## config.mk

```make
export PLATFORM = sky130hd
export DESIGN_NAME = fpa_unit
export DESIGN_NICKNAME = d
export VERILOG_FILES = /design/src/shared/fpa_pkg.sv /design/src/shared/fpa_align_if.sv /design/src/verilog/fpa_align.sv /design/src/verilog/fpa_unit.sv
export VERILOG_INCLUDE_DIRS = /design/src /design/src/shared
export SDC_FILE = /design/constraint.sdc
export NUM_CORES = 1
export LEC_CHECK = 0
export CORE_AREA = 2 2 319 321
export DETAILED_ROUTE_END_ITERATION = 7
export DIE_AREA = 0 0 321 323
export DONT_BUFFER_PORTS = 1
export PLACE_DENSITY_LB_ADDON = 0.08
export SYNTH_ARGS = -nofsm -noshare
export SYNTH_HDL_FRONTEND = slang
export SYNTH_HIERARCHICAL = 1
export SYNTH_SLANG_ARGS = --single-unit
export TNS_END_PERCENT = 5
```

## constraint.sdc

```tcl
create_clock -name clk -period 12.79 [get_ports clk]
set_clock_uncertainty 0.15 [all_clocks]
set_input_delay 0 -clock clk [delete_from_list [all_inputs] [get_ports clk]]
set_output_delay 0 -clock clk [all_outputs]
set_load 0.1 [all_outputs]
```

## src/shared/fpa_consts.svh

```systemverilog
// constants for the floating-point add unit
`ifndef FPA_CONSTS_SVH
`define FPA_CONSTS_SVH
`define FPA_WORD_W     60
`define FPA_SIGN_BIT   59
`define FPA_EXP_LSB    48
`define FPA_EXP_MSB    58
`define FPA_EXP_W      11
`define FPA_TEXP_W     12
`define FPA_COEF_W     48
`define FPA_NORM_BIT   47
`define FPA_OPND_W     97
`define FPA_SUM_W      99
`define FPA_SHAMT_W    7
`define FPA_SHIFT_MAX  7'h61
`define FPA_MODE_W     3
`define FPA_MODE_SUB   0
`define FPA_MODE_DP    1
`define FPA_MODE_RND   2
`define FPA_IDX_W      3
`define FPA_EXP_OVF    11'h3ff
`define FPA_EXP_IND    11'h7ff
`define FPA_DP_CORR    12'h030
`define FPA_EXP_ONE    12'h001
`define FPA_EXP_MIN    12'hc01
`define FPA_LATENCY    4
`endif

```

## src/shared/fpa_pkg.sv

```systemverilog
// types shared by the floating-point add unit
`include "fpa_consts.svh"
package fpa_pkg;
  typedef logic [`FPA_WORD_W-1:0]        fpa_word_type;
  typedef logic [`FPA_OPND_W-1:0]        fpa_opnd_type;
  typedef logic [`FPA_SUM_W-1:0]         fpa_sum_type;
  typedef logic [`FPA_EXP_W-1:0]         fpa_oexp_type;
  typedef logic signed [`FPA_TEXP_W-1:0] fpa_texp_type;
  typedef enum logic [1:0] {
    fpa_sc_none = 2'h0,
    fpa_sc_ovf  = 2'h1,
    fpa_sc_ind  = 2'h2
  } fpa_special_type;
endpackage

```

## src/shared/fpa_align_if.sv

```systemverilog
// signals between the add unit control and its alignment shifter
`timescale 1ns/1ps
`include "fpa_consts.svh"
interface fpa_align_if;
  fpa_pkg::fpa_word_type      op_j;       // first operand, as held
  fpa_pkg::fpa_word_type      op_k;       // second operand, as held
  logic                       sel_j;      // first exponent is larger
  logic [`FPA_SHAMT_W-1:0]    shift_amt;  // alignment distance
  logic                       rnd_ref_j;  // reference round bit, first
  logic                       rnd_ref_k;  // reference round bit, second
  logic                       rnd_shf_j;  // shift round bit, first
  logic                       rnd_shf_k;  // shift round bit, second
  fpa_pkg::fpa_opnd_type      ref_op;     // reference operand
  fpa_pkg::fpa_opnd_type      shf_op;     // shifted operand
  modport ctl (output op_j, op_k, sel_j, shift_amt, rnd_ref_j, rnd_ref_k,
               rnd_shf_j, rnd_shf_k, input ref_op, shf_op);
  modport aln (input op_j, op_k, sel_j, shift_amt, rnd_ref_j, rnd_ref_k,
               rnd_shf_j, rnd_shf_k, output ref_op, shf_op);
endinterface // fpa_align_if

```

## src/verilog/fpa_align.sv

```systemverilog
// operand selection, round insertion and right-shift alignment
`timescale 1ns/1ps
`include "fpa_consts.svh"
module fpa_align (
  fpa_align_if.aln bus   // operands in, aligned operands out
);

  // coefficient in the upper half, round bit atop the lower half, sign copied below it
  function automatic fpa_pkg::fpa_opnd_type build(
    input fpa_pkg::fpa_word_type w,
    input logic                  rnd
  );
    logic s;
    s = w[`FPA_SIGN_BIT];
    build = {s, w[`FPA_COEF_W-1:0], rnd ? ~s : s,
             {(`FPA_OPND_W-`FPA_COEF_W-2){s}}};
  endfunction

  fpa_pkg::fpa_opnd_type shf_raw;

  // larger exponent gives the reference; ties keep the second operand
  always_comb begin
    if (bus.sel_j) begin
      bus.ref_op = build(bus.op_j, bus.rnd_ref_j);
      shf_raw    = build(bus.op_k, bus.rnd_shf_k);
    end else begin
      bus.ref_op = build(bus.op_k, bus.rnd_ref_k);
      shf_raw    = build(bus.op_j, bus.rnd_shf_j);
    end
  end

  // arithmetic shift extends the sign above; round bit travels along
  always_comb begin
    bus.shf_op = fpa_pkg::fpa_opnd_type'($signed(shf_raw) >>> bus.shift_amt);
  end

endmodule // fpa_align

```

## src/verilog/fpa_unit.sv

```systemverilog
// four-clock floating-point add and subtract unit
`timescale 1ns/1ps
`include "fpa_consts.svh"
module fpa_unit #(
  parameter int IDX_W = `FPA_IDX_W   // width of destination index
) (
  input  logic                    clk,                    // processor clock
  input  logic                    rst_b,                  // async reset, low
  input  logic                    issue_valid,            // instruction issues
  input  fpa_pkg::fpa_word_type   first_source_operand,   // first operand
  input  fpa_pkg::fpa_word_type   second_source_operand,  // second operand
  input  logic [`FPA_MODE_W-1:0]  mode_designator,        // operation mode
  input  logic [IDX_W-1:0]        issue_dest,             // destination index
  input  logic                    go_add,                 // go, second clock
  output logic                    result_write,           // write strobe
  output fpa_pkg::fpa_word_type   result_word,            // packed result
  output logic [IDX_W-1:0]        destination_register,   // index written
  output logic                    indefinite_flag,        // indefinite case
  output logic                    overflow_flag,          // overflow case
  output logic                    underflow_flag,         // exponent underflow
  output logic                    special_sign            // reference sign
);

  // remove or restore bias; the same inversion works both ways
  function automatic fpa_pkg::fpa_oexp_type bias_flip(
    input logic                  s,
    input fpa_pkg::fpa_oexp_type e
  );
    bias_flip = s ? {e[`FPA_EXP_W-1], ~e[`FPA_EXP_W-2:0]}
                  : {~e[`FPA_EXP_W-1], e[`FPA_EXP_W-2:0]};
  endfunction

  // ones-complement exponent to two's complement for the subtractor
  function automatic fpa_pkg::fpa_texp_type oc_to_tc(
    input fpa_pkg::fpa_oexp_type e
  );
    oc_to_tc = e[`FPA_EXP_W-1] ? $signed({1'b1, e}) + $signed(`FPA_EXP_ONE)
                               : $signed({1'b0, e});
  endfunction

  // back to ones-complement form for packing
  function automatic fpa_pkg::fpa_oexp_type tc_to_oc(
    input fpa_pkg::fpa_texp_type t
  );
    fpa_pkg::fpa_texp_type m;
    m = t - $signed(`FPA_EXP_ONE);
    tc_to_oc = t[`FPA_TEXP_W-1] ? m[`FPA_EXP_W-1:0] : t[`FPA_EXP_W-1:0];
  endfunction

  // operand is normalised when its top coefficient bit differs from sign
  function automatic logic is_norm(input fpa_pkg::fpa_word_type w);
    is_norm = w[`FPA_NORM_BIT] ^ w[`FPA_SIGN_BIT];
  endfunction

  // ---------------- first clock: input registers ----------------
  logic                  v1_r;
  fpa_pkg::fpa_word_type op_j1_r;
  fpa_pkg::fpa_word_type op_k1_r;
  logic                  dp1_r;
  logic                  rnd1_r;
  logic [IDX_W-1:0]      dest1_r;

  // issue valid tracks every clock so back-to-back issues pipeline
  always_ff @(posedge clk or negedge rst_b) begin
    if (!rst_b) begin
      v1_r <= 1'b0;
    end else begin
      v1_r <= issue_valid;
    end
  end

  // operands and mode held only when an instruction issues
  always_ff @(posedge clk or negedge rst_b) begin
    if (!rst_b) begin
      op_j1_r <= '0;
      op_k1_r <= '0;
      dp1_r   <= 1'b0;
      rnd1_r  <= 1'b0;
      dest1_r <= '0;
    end else if (issue_valid) begin
      op_j1_r <= first_source_operand;
      op_k1_r <= mode_designator[`FPA_MODE_SUB] ?
                 ~second_source_operand : second_source_operand;
      dp1_r   <= mode_designator[`FPA_MODE_DP];
      rnd1_r  <= mode_designator[`FPA_MODE_RND];
      dest1_r <= issue_dest;
    end
  end

  // ---------------- second clock: exponents and alignment ----------------
  fpa_pkg::fpa_oexp_type     ue_j;
  fpa_pkg::fpa_oexp_type     ue_k;
  fpa_pkg::fpa_texp_type     te_j;
  fpa_pkg::fpa_texp_type     te_k;
  fpa_pkg::fpa_texp_type     diff;
  fpa_pkg::fpa_texp_type     mag;
  logic                      sel_j;
  logic                      ovf_j;
  logic                      ovf_k;
  logic                      ind_j;
  logic                      ind_k;
  logic                      rnd_shift;
  logic [`FPA_SHAMT_W-1:0]   shamt;
  fpa_pkg::fpa_special_type  spec;

  fpa_align_if al_if ();

  // unbias both exponents, then test for the reserved values
  always_comb begin
    ue_j  = bias_flip(op_j1_r[`FPA_SIGN_BIT], op_j1_r[`FPA_EXP_MSB:`FPA_EXP_LSB]);
    ue_k  = bias_flip(op_k1_r[`FPA_SIGN_BIT], op_k1_r[`FPA_EXP_MSB:`FPA_EXP_LSB]);
    ovf_j = (ue_j == `FPA_EXP_OVF);
    ovf_k = (ue_k == `FPA_EXP_OVF);
    ind_j = (ue_j == `FPA_EXP_IND);
    ind_k = (ue_k == `FPA_EXP_IND);
  end

  // indefinite outranks overflow whichever operand carries it
  always_comb begin
    if (ind_j || ind_k) begin
      spec = fpa_pkg::fpa_sc_ind;
    end else if (ovf_j || ovf_k) begin
      spec = fpa_pkg::fpa_sc_ovf;
    end else begin
      spec = fpa_pkg::fpa_sc_none;
    end
  end

  // exponent subtractor: sign of difference and shift distance
  always_comb begin
    te_j  = oc_to_tc(ue_j);
    te_k  = oc_to_tc(ue_k);
    diff  = te_j - te_k;
    sel_j = !diff[`FPA_TEXP_W-1] && (diff != '0);
    mag   = diff[`FPA_TEXP_W-1] ? -diff : diff;
    // distances beyond the operand width all give a pure sign word
    if (mag > $signed({5'h00, `FPA_SHIFT_MAX})) begin
      shamt = `FPA_SHIFT_MAX;
    end else begin
      shamt = mag[`FPA_SHAMT_W-1:0];
    end
  end

  // round bits for both operands formed ahead of the selection
  always_comb begin
    rnd_shift = rnd1_r &&
                ((is_norm(op_j1_r) && is_norm(op_k1_r)) ||
                 (op_j1_r[`FPA_SIGN_BIT] != op_k1_r[`FPA_SIGN_BIT]));
    al_if.rnd_ref_j = rnd1_r;
    al_if.rnd_ref_k = rnd1_r;
    al_if.rnd_shf_j = rnd_shift;
    al_if.rnd_shf_k = rnd_shift;
    al_if.op_j      = op_j1_r;
    al_if.op_k      = op_k1_r;
    al_if.sel_j     = sel_j;
    al_if.shift_amt = shamt;
  end

  fpa_align u_align (
    .bus (al_if.aln)
  );

  fpa_pkg::fpa_opnd_type    ref2_r;
  fpa_pkg::fpa_opnd_type    shf2_r;
  fpa_pkg::fpa_texp_type    exp2_r;
  fpa_pkg::fpa_special_type spec2_r;
  logic                     ref_sign2_r;
  logic                     dp2_r;
  logic                     v2_r;
  logic                     go2_r;
  logic [IDX_W-1:0]         dest2_r;

  // go is only meaningful in the second clock of a live operation
  always_ff @(posedge clk or negedge rst_b) begin
    if (!rst_b) begin
      v2_r  <= 1'b0;
      go2_r <= 1'b0;
    end else begin
      v2_r  <= v1_r;
      go2_r <= v1_r && go_add;
    end
  end

  // aligned operands, kept exponent and special status
  always_ff @(posedge clk or negedge rst_b) begin
    if (!rst_b) begin
      ref2_r      <= '0;
      shf2_r      <= '0;
      exp2_r      <= '0;
      spec2_r     <= fpa_pkg::fpa_sc_none;
      ref_sign2_r <= 1'b0;
      dp2_r       <= 1'b0;
      dest2_r     <= '0;
    end else begin
      ref2_r      <= al_if.ref_op;
      shf2_r      <= al_if.shf_op;
      exp2_r      <= sel_j ? te_j : te_k;
      spec2_r     <= spec;
      ref_sign2_r <= sel_j ? op_j1_r[`FPA_SIGN_BIT] : op_k1_r[`FPA_SIGN_BIT];
      dp2_r       <= dp1_r;
      dest2_r     <= dest1_r;
    end
  end

  // ---------------- third clock: sum and result packing ----------------
  fpa_pkg::fpa_sum_type     ext_ref;
  fpa_pkg::fpa_sum_type     ext_shf;
  logic [`FPA_SUM_W:0]      raw;
  fpa_pkg::fpa_sum_type     sum;
  logic                     c_ovf;
  logic                     res_sign;
  logic [`FPA_COEF_W-1:0]   coef;
  fpa_pkg::fpa_texp_type    res_exp;
  logic                     unf;
  fpa_pkg::fpa_word_type    packed_word;

  // ones-complement add: carry out wraps round into the bottom
  always_comb begin
    ext_ref = {{2{ref2_r[`FPA_OPND_W-1]}}, ref2_r};
    ext_shf = {{2{shf2_r[`FPA_OPND_W-1]}}, shf2_r};
    raw     = {1'b0, ext_ref} + {1'b0, ext_shf};
    sum     = raw[`FPA_SUM_W-1:0] + {{(`FPA_SUM_W-1){1'b0}}, raw[`FPA_SUM_W]};
  end

  // like signs that flip bit 96 mean the coefficient overflowed
  always_comb begin
    c_ovf    = (ref2_r[`FPA_OPND_W-1] == shf2_r[`FPA_OPND_W-1]) &&
               (sum[`FPA_OPND_W-1] != ref2_r[`FPA_OPND_W-1]);
    res_sign = sum[`FPA_SUM_W-1];
  end

  // pick upper or lower half, one bit higher on overflow
  always_comb begin
    if (dp2_r) begin
      coef = c_ovf ? sum[`FPA_COEF_W:1] : sum[`FPA_COEF_W-1:0];
    end else begin
      coef = c_ovf ? sum[`FPA_OPND_W-1:`FPA_COEF_W+1]
                   : sum[`FPA_OPND_W-2:`FPA_COEF_W];
    end
  end

  // exponent correction; dp underflow is only flagged, not clamped
  always_comb begin
    res_exp = exp2_r;
    if (c_ovf) begin
      res_exp = res_exp + $signed(`FPA_EXP_ONE);
    end
    if (dp2_r) begin
      res_exp = res_exp - $signed(`FPA_DP_CORR);
    end
    unf         = dp2_r && (res_exp < $signed(`FPA_EXP_MIN));
    packed_word = {res_sign, bias_flip(res_sign, tc_to_oc(res_exp)), coef};
  end

  logic                  wr_r;
  fpa_pkg::fpa_word_type word_r;
  logic [IDX_W-1:0]      dest_r;
  logic                  ind_r;
  logic                  ovf_r;
  logic                  unf_r;
  logic                  sign_r;

  // write strobe in the fourth clock, gated by the held go
  always_ff @(posedge clk or negedge rst_b) begin
    if (!rst_b) begin
      wr_r   <= 1'b0;
      dest_r <= '0;
    end else begin
      wr_r   <= v2_r && go2_r;
      dest_r <= dest2_r;
    end
  end

  // special cases zero the word; the processor builds their result
  always_ff @(posedge clk or negedge rst_b) begin
    if (!rst_b) begin
      word_r <= '0;
    end else if (spec2_r != fpa_pkg::fpa_sc_none) begin
      word_r <= '0;
    end else begin
      word_r <= packed_word;
    end
  end

  // flags pulse with the write so an ungated result raises nothing
  always_ff @(posedge clk or negedge rst_b) begin
    if (!rst_b) begin
      ind_r  <= 1'b0;
      ovf_r  <= 1'b0;
      unf_r  <= 1'b0;
      sign_r <= 1'b0;
    end else begin
      ind_r  <= v2_r && go2_r && (spec2_r == fpa_pkg::fpa_sc_ind);
      ovf_r  <= v2_r && go2_r && (spec2_r == fpa_pkg::fpa_sc_ovf);
      unf_r  <= v2_r && go2_r && unf && (spec2_r == fpa_pkg::fpa_sc_none);
      sign_r <= ref_sign2_r;
    end
  end

  // outputs straight from the final flip-flops
  assign result_write         = wr_r;
  assign result_word          = word_r;
  assign destination_register = dest_r;
  assign indefinite_flag      = ind_r;
  assign overflow_flag        = ovf_r;
  assign underflow_flag       = unf_r;
  assign special_sign         = sign_r;

endmodule // fpa_unit
```

Word level (Yosys, flattened, before mapping)
Cells that the tools add are included.
Cells by class
  add/subtract/negate cells: 9
  magnitude comparators: 2
  equality and inequality tests: 9
  shift operators: 1
  muxes and demuxes: 25
  bitwise logic cells: 11
  reductions and logical operators: 18
Operator list (count)
  97-bit 2-to-1 mux: 2
  48-bit 2-to-1 mux: 3
  60-bit 2-to-1 mux: 2
  99-bit by 99-bit adder with 100-bit output: 1
  99-bit by 1-bit adder with 99-bit output: 1
  97-bit by 7-bit >>> shifter with 97-bit output: 1
  12-bit 2-to-1 mux: 6
  60-bit NOT: 1
  11-bit 2-to-1 mux: 4
  12-bit by 2-bit adder with 12-bit output (second input constant): 3
  10-bit NOT: 3
  11-bit by 10-bit equality test with 1-bit output (second input constant): 2
  11-bit equality test (second input constant): 2
  12-bit by 8-bit > comparator with 1-bit output (second input constant): 1
  12-bit by 11-bit less-than comparator with 1-bit output (second input constant): 1
  12-bit negator: 1
  12-bit nonzero test: 1
  12-bit subtractor: 1
  12-bit by 7-bit subtractor with 12-bit output (second input constant): 1
  1-bit logical AND: 11
  11-bit by 2-bit subtractor with 11-bit output (second input constant): 1
  7-bit 2-to-1 mux: 1
  1-bit 2-to-1 mux: 6
  1-bit NOT: 5
  other kinds (10): 14
Word-level totals
  register bits after elaboration: 409
  bits of input ports: 130
  output and inout port bits: 68
  word-level logic and storage cells: 97

Depth between registers and ports, before layout
  depth in word-level cells: 12
  depth in mapped cells: 38
  depth with buffers taken out: 33

By module
The synthesis kept the hierarchy.
Modules (own cells, without submodules)
  fpa_unit: times used 1, cells an instance 3015, area an instance 27316.2 um^2
  fpa_align: times used 1, cells an instance 1074, area an instance 8548.2 um^2

Worst setup path after synthesis
OpenSTA, ideal clock, no wires.
  path type: reg-to-reg
  start point: reg ref2_r[68]
  end point: reg unf_r (netlist: underflow_flag)
  library setup time: 0.126 ns
  arrival time: 6.972 ns
  data required time: 12.514 ns
  slack: 5.542 ns
  cell stages (with the launch flop): 34
  buffers on the path: 1
  clock period less this slack: 7.248 ns
  cell sequence: dfrtp_1 > ha_1 > clkbuf_1 > a21oi_1 > o21ai_0 > a211oi_1 > o21a_1 > or4_1 > a21oi_1 > nor2_1 > o31ai_1 > a21o_1 > a21o_1 > ha_1 > ha_1 > nand2_1 > nor3_1 > and3_1 > nand3_2 > nor4_4 > and3_1 > nand4b_1 > o31ai_4 > a21o_1 > xnor2_1 > ha_1 > nor2_1 > xnor2_1 > xnor2_1 > nor2_1 > o21ai_0 > nand3b_1 > nor3b_1 > o311a_1
On the way
  cells in the longest elaborated chain, start to end: 11
Ends and longest elaborated chain
  start, declared: line fpa_unit.sv:163  | fpa_pkg::fpa_opnd_type ref2_r;
  start signal, assigned: line fpa_unit.sv:195  | ref2_r <= al_if.ref_op;
  99-bit by 99-bit adder with 100-bit output (*): line fpa_unit.sv:221  | raw = {1'b0, ext_ref} + {1'b0, ext_shf};
  99-bit by 1-bit adder with 99-bit output (*): line fpa_unit.sv:222  | sum = raw[`FPA_SUM_W-1:0] + {{(`FPA_SUM_W-1){1'b0}}, raw[`FPA_SUM_W]};
  1-bit inequality test (*): line fpa_unit.sv:228  | (sum[`FPA_OPND_W-1] != ref2_r[`FPA_OPND_W-1]);
  1-bit logical AND (*): line fpa_unit.sv:227  | c_ovf = (ref2_r[`FPA_OPND_W-1] == shf2_r[`FPA_OPND_W-1]) &&
  12-bit 2-to-1 mux (*): line fpa_unit.sv:245  | if (c_ovf) begin
  12-bit by 7-bit subtractor with 12-bit output: line fpa_unit.sv:249  | res_exp = res_exp - $signed(`FPA_DP_CORR);
  12-bit 2-to-1 mux (*): line fpa_unit.sv:248  | if (dp2_r) begin
  12-bit by 11-bit less-than comparator with 1-bit output (*): line fpa_unit.sv:251  | unf = dp2_r && (res_exp < $signed(`FPA_EXP_MIN));
  1-bit logical AND (*): line fpa_unit.sv:251
  1-bit logical AND (*) (2 in series): line fpa_unit.sv:295  | unf_r <= v2_r && go2_r && unf && (spec2_r == fpa_pkg::fpa_sc_none);
  end signal, assigned: line fpa_unit.sv:295
  end, declared: line fpa_unit.sv:260  | logic unf_r;
Every way passes the cells marked *; elsewhere a longest branch is shown, timed or not.
A chain may end at the register's enable or synchronous reset.

Final worst setup path
  start point: reg shf2_r[8]
  end point: reg unf_r (netlist: underflow_flag)
On the way
  cells in the longest elaborated chain, start to end: 11
Ends and longest elaborated chain
  start, declared: line fpa_unit.sv:164  | fpa_pkg::fpa_opnd_type shf2_r;
  start signal, assigned: line fpa_unit.sv:196  | shf2_r <= al_if.shf_op;
  99-bit by 99-bit adder with 100-bit output (*): line fpa_unit.sv:221
  99-bit by 1-bit adder with 99-bit output (*): line fpa_unit.sv:222
  1-bit inequality test (*): line fpa_unit.sv:228
  1-bit logical AND (*): line fpa_unit.sv:227
  12-bit 2-to-1 mux (*): line fpa_unit.sv:245
  12-bit by 7-bit subtractor with 12-bit output: line fpa_unit.sv:249
  12-bit 2-to-1 mux (*): line fpa_unit.sv:248
  12-bit by 11-bit less-than comparator with 1-bit output (*): line fpa_unit.sv:251
  1-bit logical AND (*): line fpa_unit.sv:251
  1-bit logical AND (*) (2 in series): line fpa_unit.sv:295
Marks and branches as above.

==> reports/summary.txt <==
CLOCK NETWORK
----------------------------------------------------------------------------------------
Clock Latency Late Sink                                                          0.65 ns
Buffer count from post-CTS setup fixing                                                0
CTS tree                                                                           built
Cell at the root of the clock tree                                             clkbuf_16
PostCTS Resize Cnt                                                                     0
TritonCTS sink count                                                                 409
CTS H-tree lvls                                                                        2
Clk pin slew, worst setup/hold paths                                             0.06 ns
Buffer depth of the longest clock path                                                 3
CTS buffer count                                                                      49
CTS Hold Bufs                                                                        320

GLOBAL ROUTING
----------------------------------------------------------------------------------------
Pin count of the biggest net entering global routing                                 410
Global-route wire length before repair                                         219000 um
GRT Overall Usage                                                                  0.279
Number of global-route vias before repair                                          32.0k
Total congestion overflow                                                              0
Initial antenna violation count                                                        4

CELLS AND AREA
----------------------------------------------------------------------------------------
Leading cell types in the layout, fill and taps excluded                    408 x dfrtp_1, 391 x nor2_1, 388 x nand2_1
Fillcell total                                                                     10.1k
Diode count                                                                            0
Final net count                                                                     4440
Fraction of final layout cells with drive strength greater than 1                  0.120
Fin util                                                                           0.410
Syn-to-layout area delta                                                           15.2%
Leading cell type in the layout, fill and taps excluded                          dfrtp_1

FLOORPLAN
----------------------------------------------------------------------------------------
Area of the core region                                                        0.101 mm2
Number of ports placed on the die boundary                                           198
DIE HEIGHT                                                                        323 um
Starting density of the core                                                       0.356
Die ar.                                                                        0.104 mm2
Standard-cell row count                                                              117
Die span in x                                                                     321 um

DRT
----------------------------------------------------------------------------------------
Vias                                                                               33.4k
Routed via count divided by cell count                                              6.02
Final wirelength                                                               147000 um
Number of search-and-repair iterations in the first detailed-routing pass              6
Drt first-iter violations                                                           3168
DR WL/cell                                                                       26.6 um
DRC Markers                                                                            0
Remaining antenna violation count                                                      0

STA
----------------------------------------------------------------------------------------
Number of failing hold endpoints at the final stage                                    0
Post-Route Setup TNS                                                                0 ns
Worst hold slack after final layout                                             0.182 ns
Ratio of final minimum period to clock period                                      0.814
Tmin final                                                                      10.41 ns
Worst max-slew margin expressed relative to the limit                              0.114
Final count of pins violating max slew                                                 0
RSZ-0062 raised after global routing                                               false
Highest clock rate                                                              96.0 MHz
Slew at the pin closest to its max-slew limit                                    1.31 ns
Final number of setup-violating endpoints                                              0

SYNTH
----------------------------------------------------------------------------------------
Async set-reset flop share out of synthesis                                         1.00
Instance count of the mapped netlist                                                4089
Post-synth cell types                                                                126
Flip-flop and latch count after synthesis                                            409
Most common flop cell mapped by yosys                                            dfrtp_1
Count of flip-flops with a built-in enable after synthesis                             0
Netlist Area Pre-Place                                                        0.0359 mm2
Seq/Total Area, Yosys                                                              0.285
Average instance area after synthesis                                           8.77 um2
Total of warnings raised by yosys                                                      6
Total nets after synthesis                                                          4337

PLACEMENT
----------------------------------------------------------------------------------------
# port buffers                                                                         0
HPWL after DPL                                                                 113000 um
Routability congestion estimate                                                    0.975

CRITICAL PATH
----------------------------------------------------------------------------------------
Worst Path Max Fanout                                                                 10
Kind of critical path                                                         reg -> reg
Master of the slowest instance on the critical path                              o31ai_4
Setup crit start                                                               shf2_r[8]
Type of element capturing the critical path                                         flop
Top delay family on crit path                                               compound AO/OA/AOI/OAI gates
Cell mode on critical path                                                          ha_1
Source of the worst register-to-register timing path                           shf2_r[8]
WP data required                                                                13.15 ns
Startpoint types                                                                    flop
Data arrival, critical path                                                     10.78 ns
Buffer and inverter count on the worst path                                            0
Max stage delay on crit path                                                     0.74 ns

JOB
----------------------------------------------------------------------------------------
Max-cap violations                                                                     0

MIN PATH
----------------------------------------------------------------------------------------
Worst min-delay path class                                                     in -> reg
Worst Hold Launch                                                            issue_valid

OUTCOME
----------------------------------------------------------------------------------------
Result of the run                                                           complete, no violations

## per-layer routing
layer  up-vias  share of wire  global-route usage
met5         -        0.00018                   0
met2      1252           0.43               0.426
met4         4          0.050               0.124
li1      15400              -                   -
met1     16500           0.46               0.397
met3       245          0.056              0.0314
## per-stage QoR
step / std cells / area, um2 / setup WS, ns
after floorplan: 4089 / 35900 / 5.54
after global placement: 5127 / 36300 / 2.44
after detailed placement: 5127 / 36300 / 2.50
after CTS: 5537 / 41200 / 2.44
after global routing: 5540 / 41300 / 1.89
final: 5540 / 41300 / 2.38
## final timing paths
path	endpoint	slack [ns]	cells past startpoint
setup / recovery	underflow_flag	2.38	32
hold / removal	v1_r	0.18	2
max in group asynchronous	al_if.op_k[33]	10.61	4
setup reg to reg	underflow_flag	2.38	32
min in group asynchronous	result_word[21]	0.41	3
hold reg to reg	destination_register[2]	0.20	0
## state kept, by name (all words and copies together) (netlist names), 2 cells and up
signal,flops
exp2_r,12
al_if.op_k,60
dest2_r,3
result_word,60
al_if.op_j,60
dest1_r,3
destination_register,3
ref2_r,97
shf2_r,97
spec2_r,2
## cells by family after synthesis
kind of cell,synth area share
XOR/XNOR,0.0700
multiplexers,0.155
flip-flops,0.285
buffers and inverters,0.0528
AO/OA/AOI/OAI,0.208
adder cells (fa/ha/maj),0.0416
AND/OR/NAND/NOR,0.188
## Yosys cell counts (70+ instances only)
| cell type | n | area, um2 |
|---|---|---|
| a21oi_1 | 359 | 1800 |
| buf_2 | 72 | 360 |
| clkbuf_1 | 144 | 541 |
| dfrtp_1 | 409 | 10200 |
| ha_1 | 116 | 1450 |
| mux2_2 | 162 | 1820 |
| mux2i_1 | 102 | 1020 |
| mux4_2 | 101 | 2270 |
| nand2_1 | 388 | 1460 |
| nand3_1 | 70 | 350 |
| nand4_1 | 87 | 544 |
| nor2_1 | 395 | 1480 |
| nor3_1 | 102 | 510 |
| o21ai_0 | 245 | 1230 |
| xnor2_1 | 187 | 1640 |
| xor2_1 | 96 | 841 |
## cell type report
cell class	instances	area [um2]	share of cell area
Multi-Input combinational cell	3295	23800	0.577
Sequential cell	409	10200	0.248
Timing Repair Buffer	372	3700	0.0895
Tap cell	1309	1640	0.0397
Clock buffer	67	1420	0.0345
Clock inverter	23	244	0.00591
Inverter	65	244	0.00591
Power is left out: the tool's default activity adds up to more than one toggle a clock period on the data nets, which glitch-free logic cannot reach.
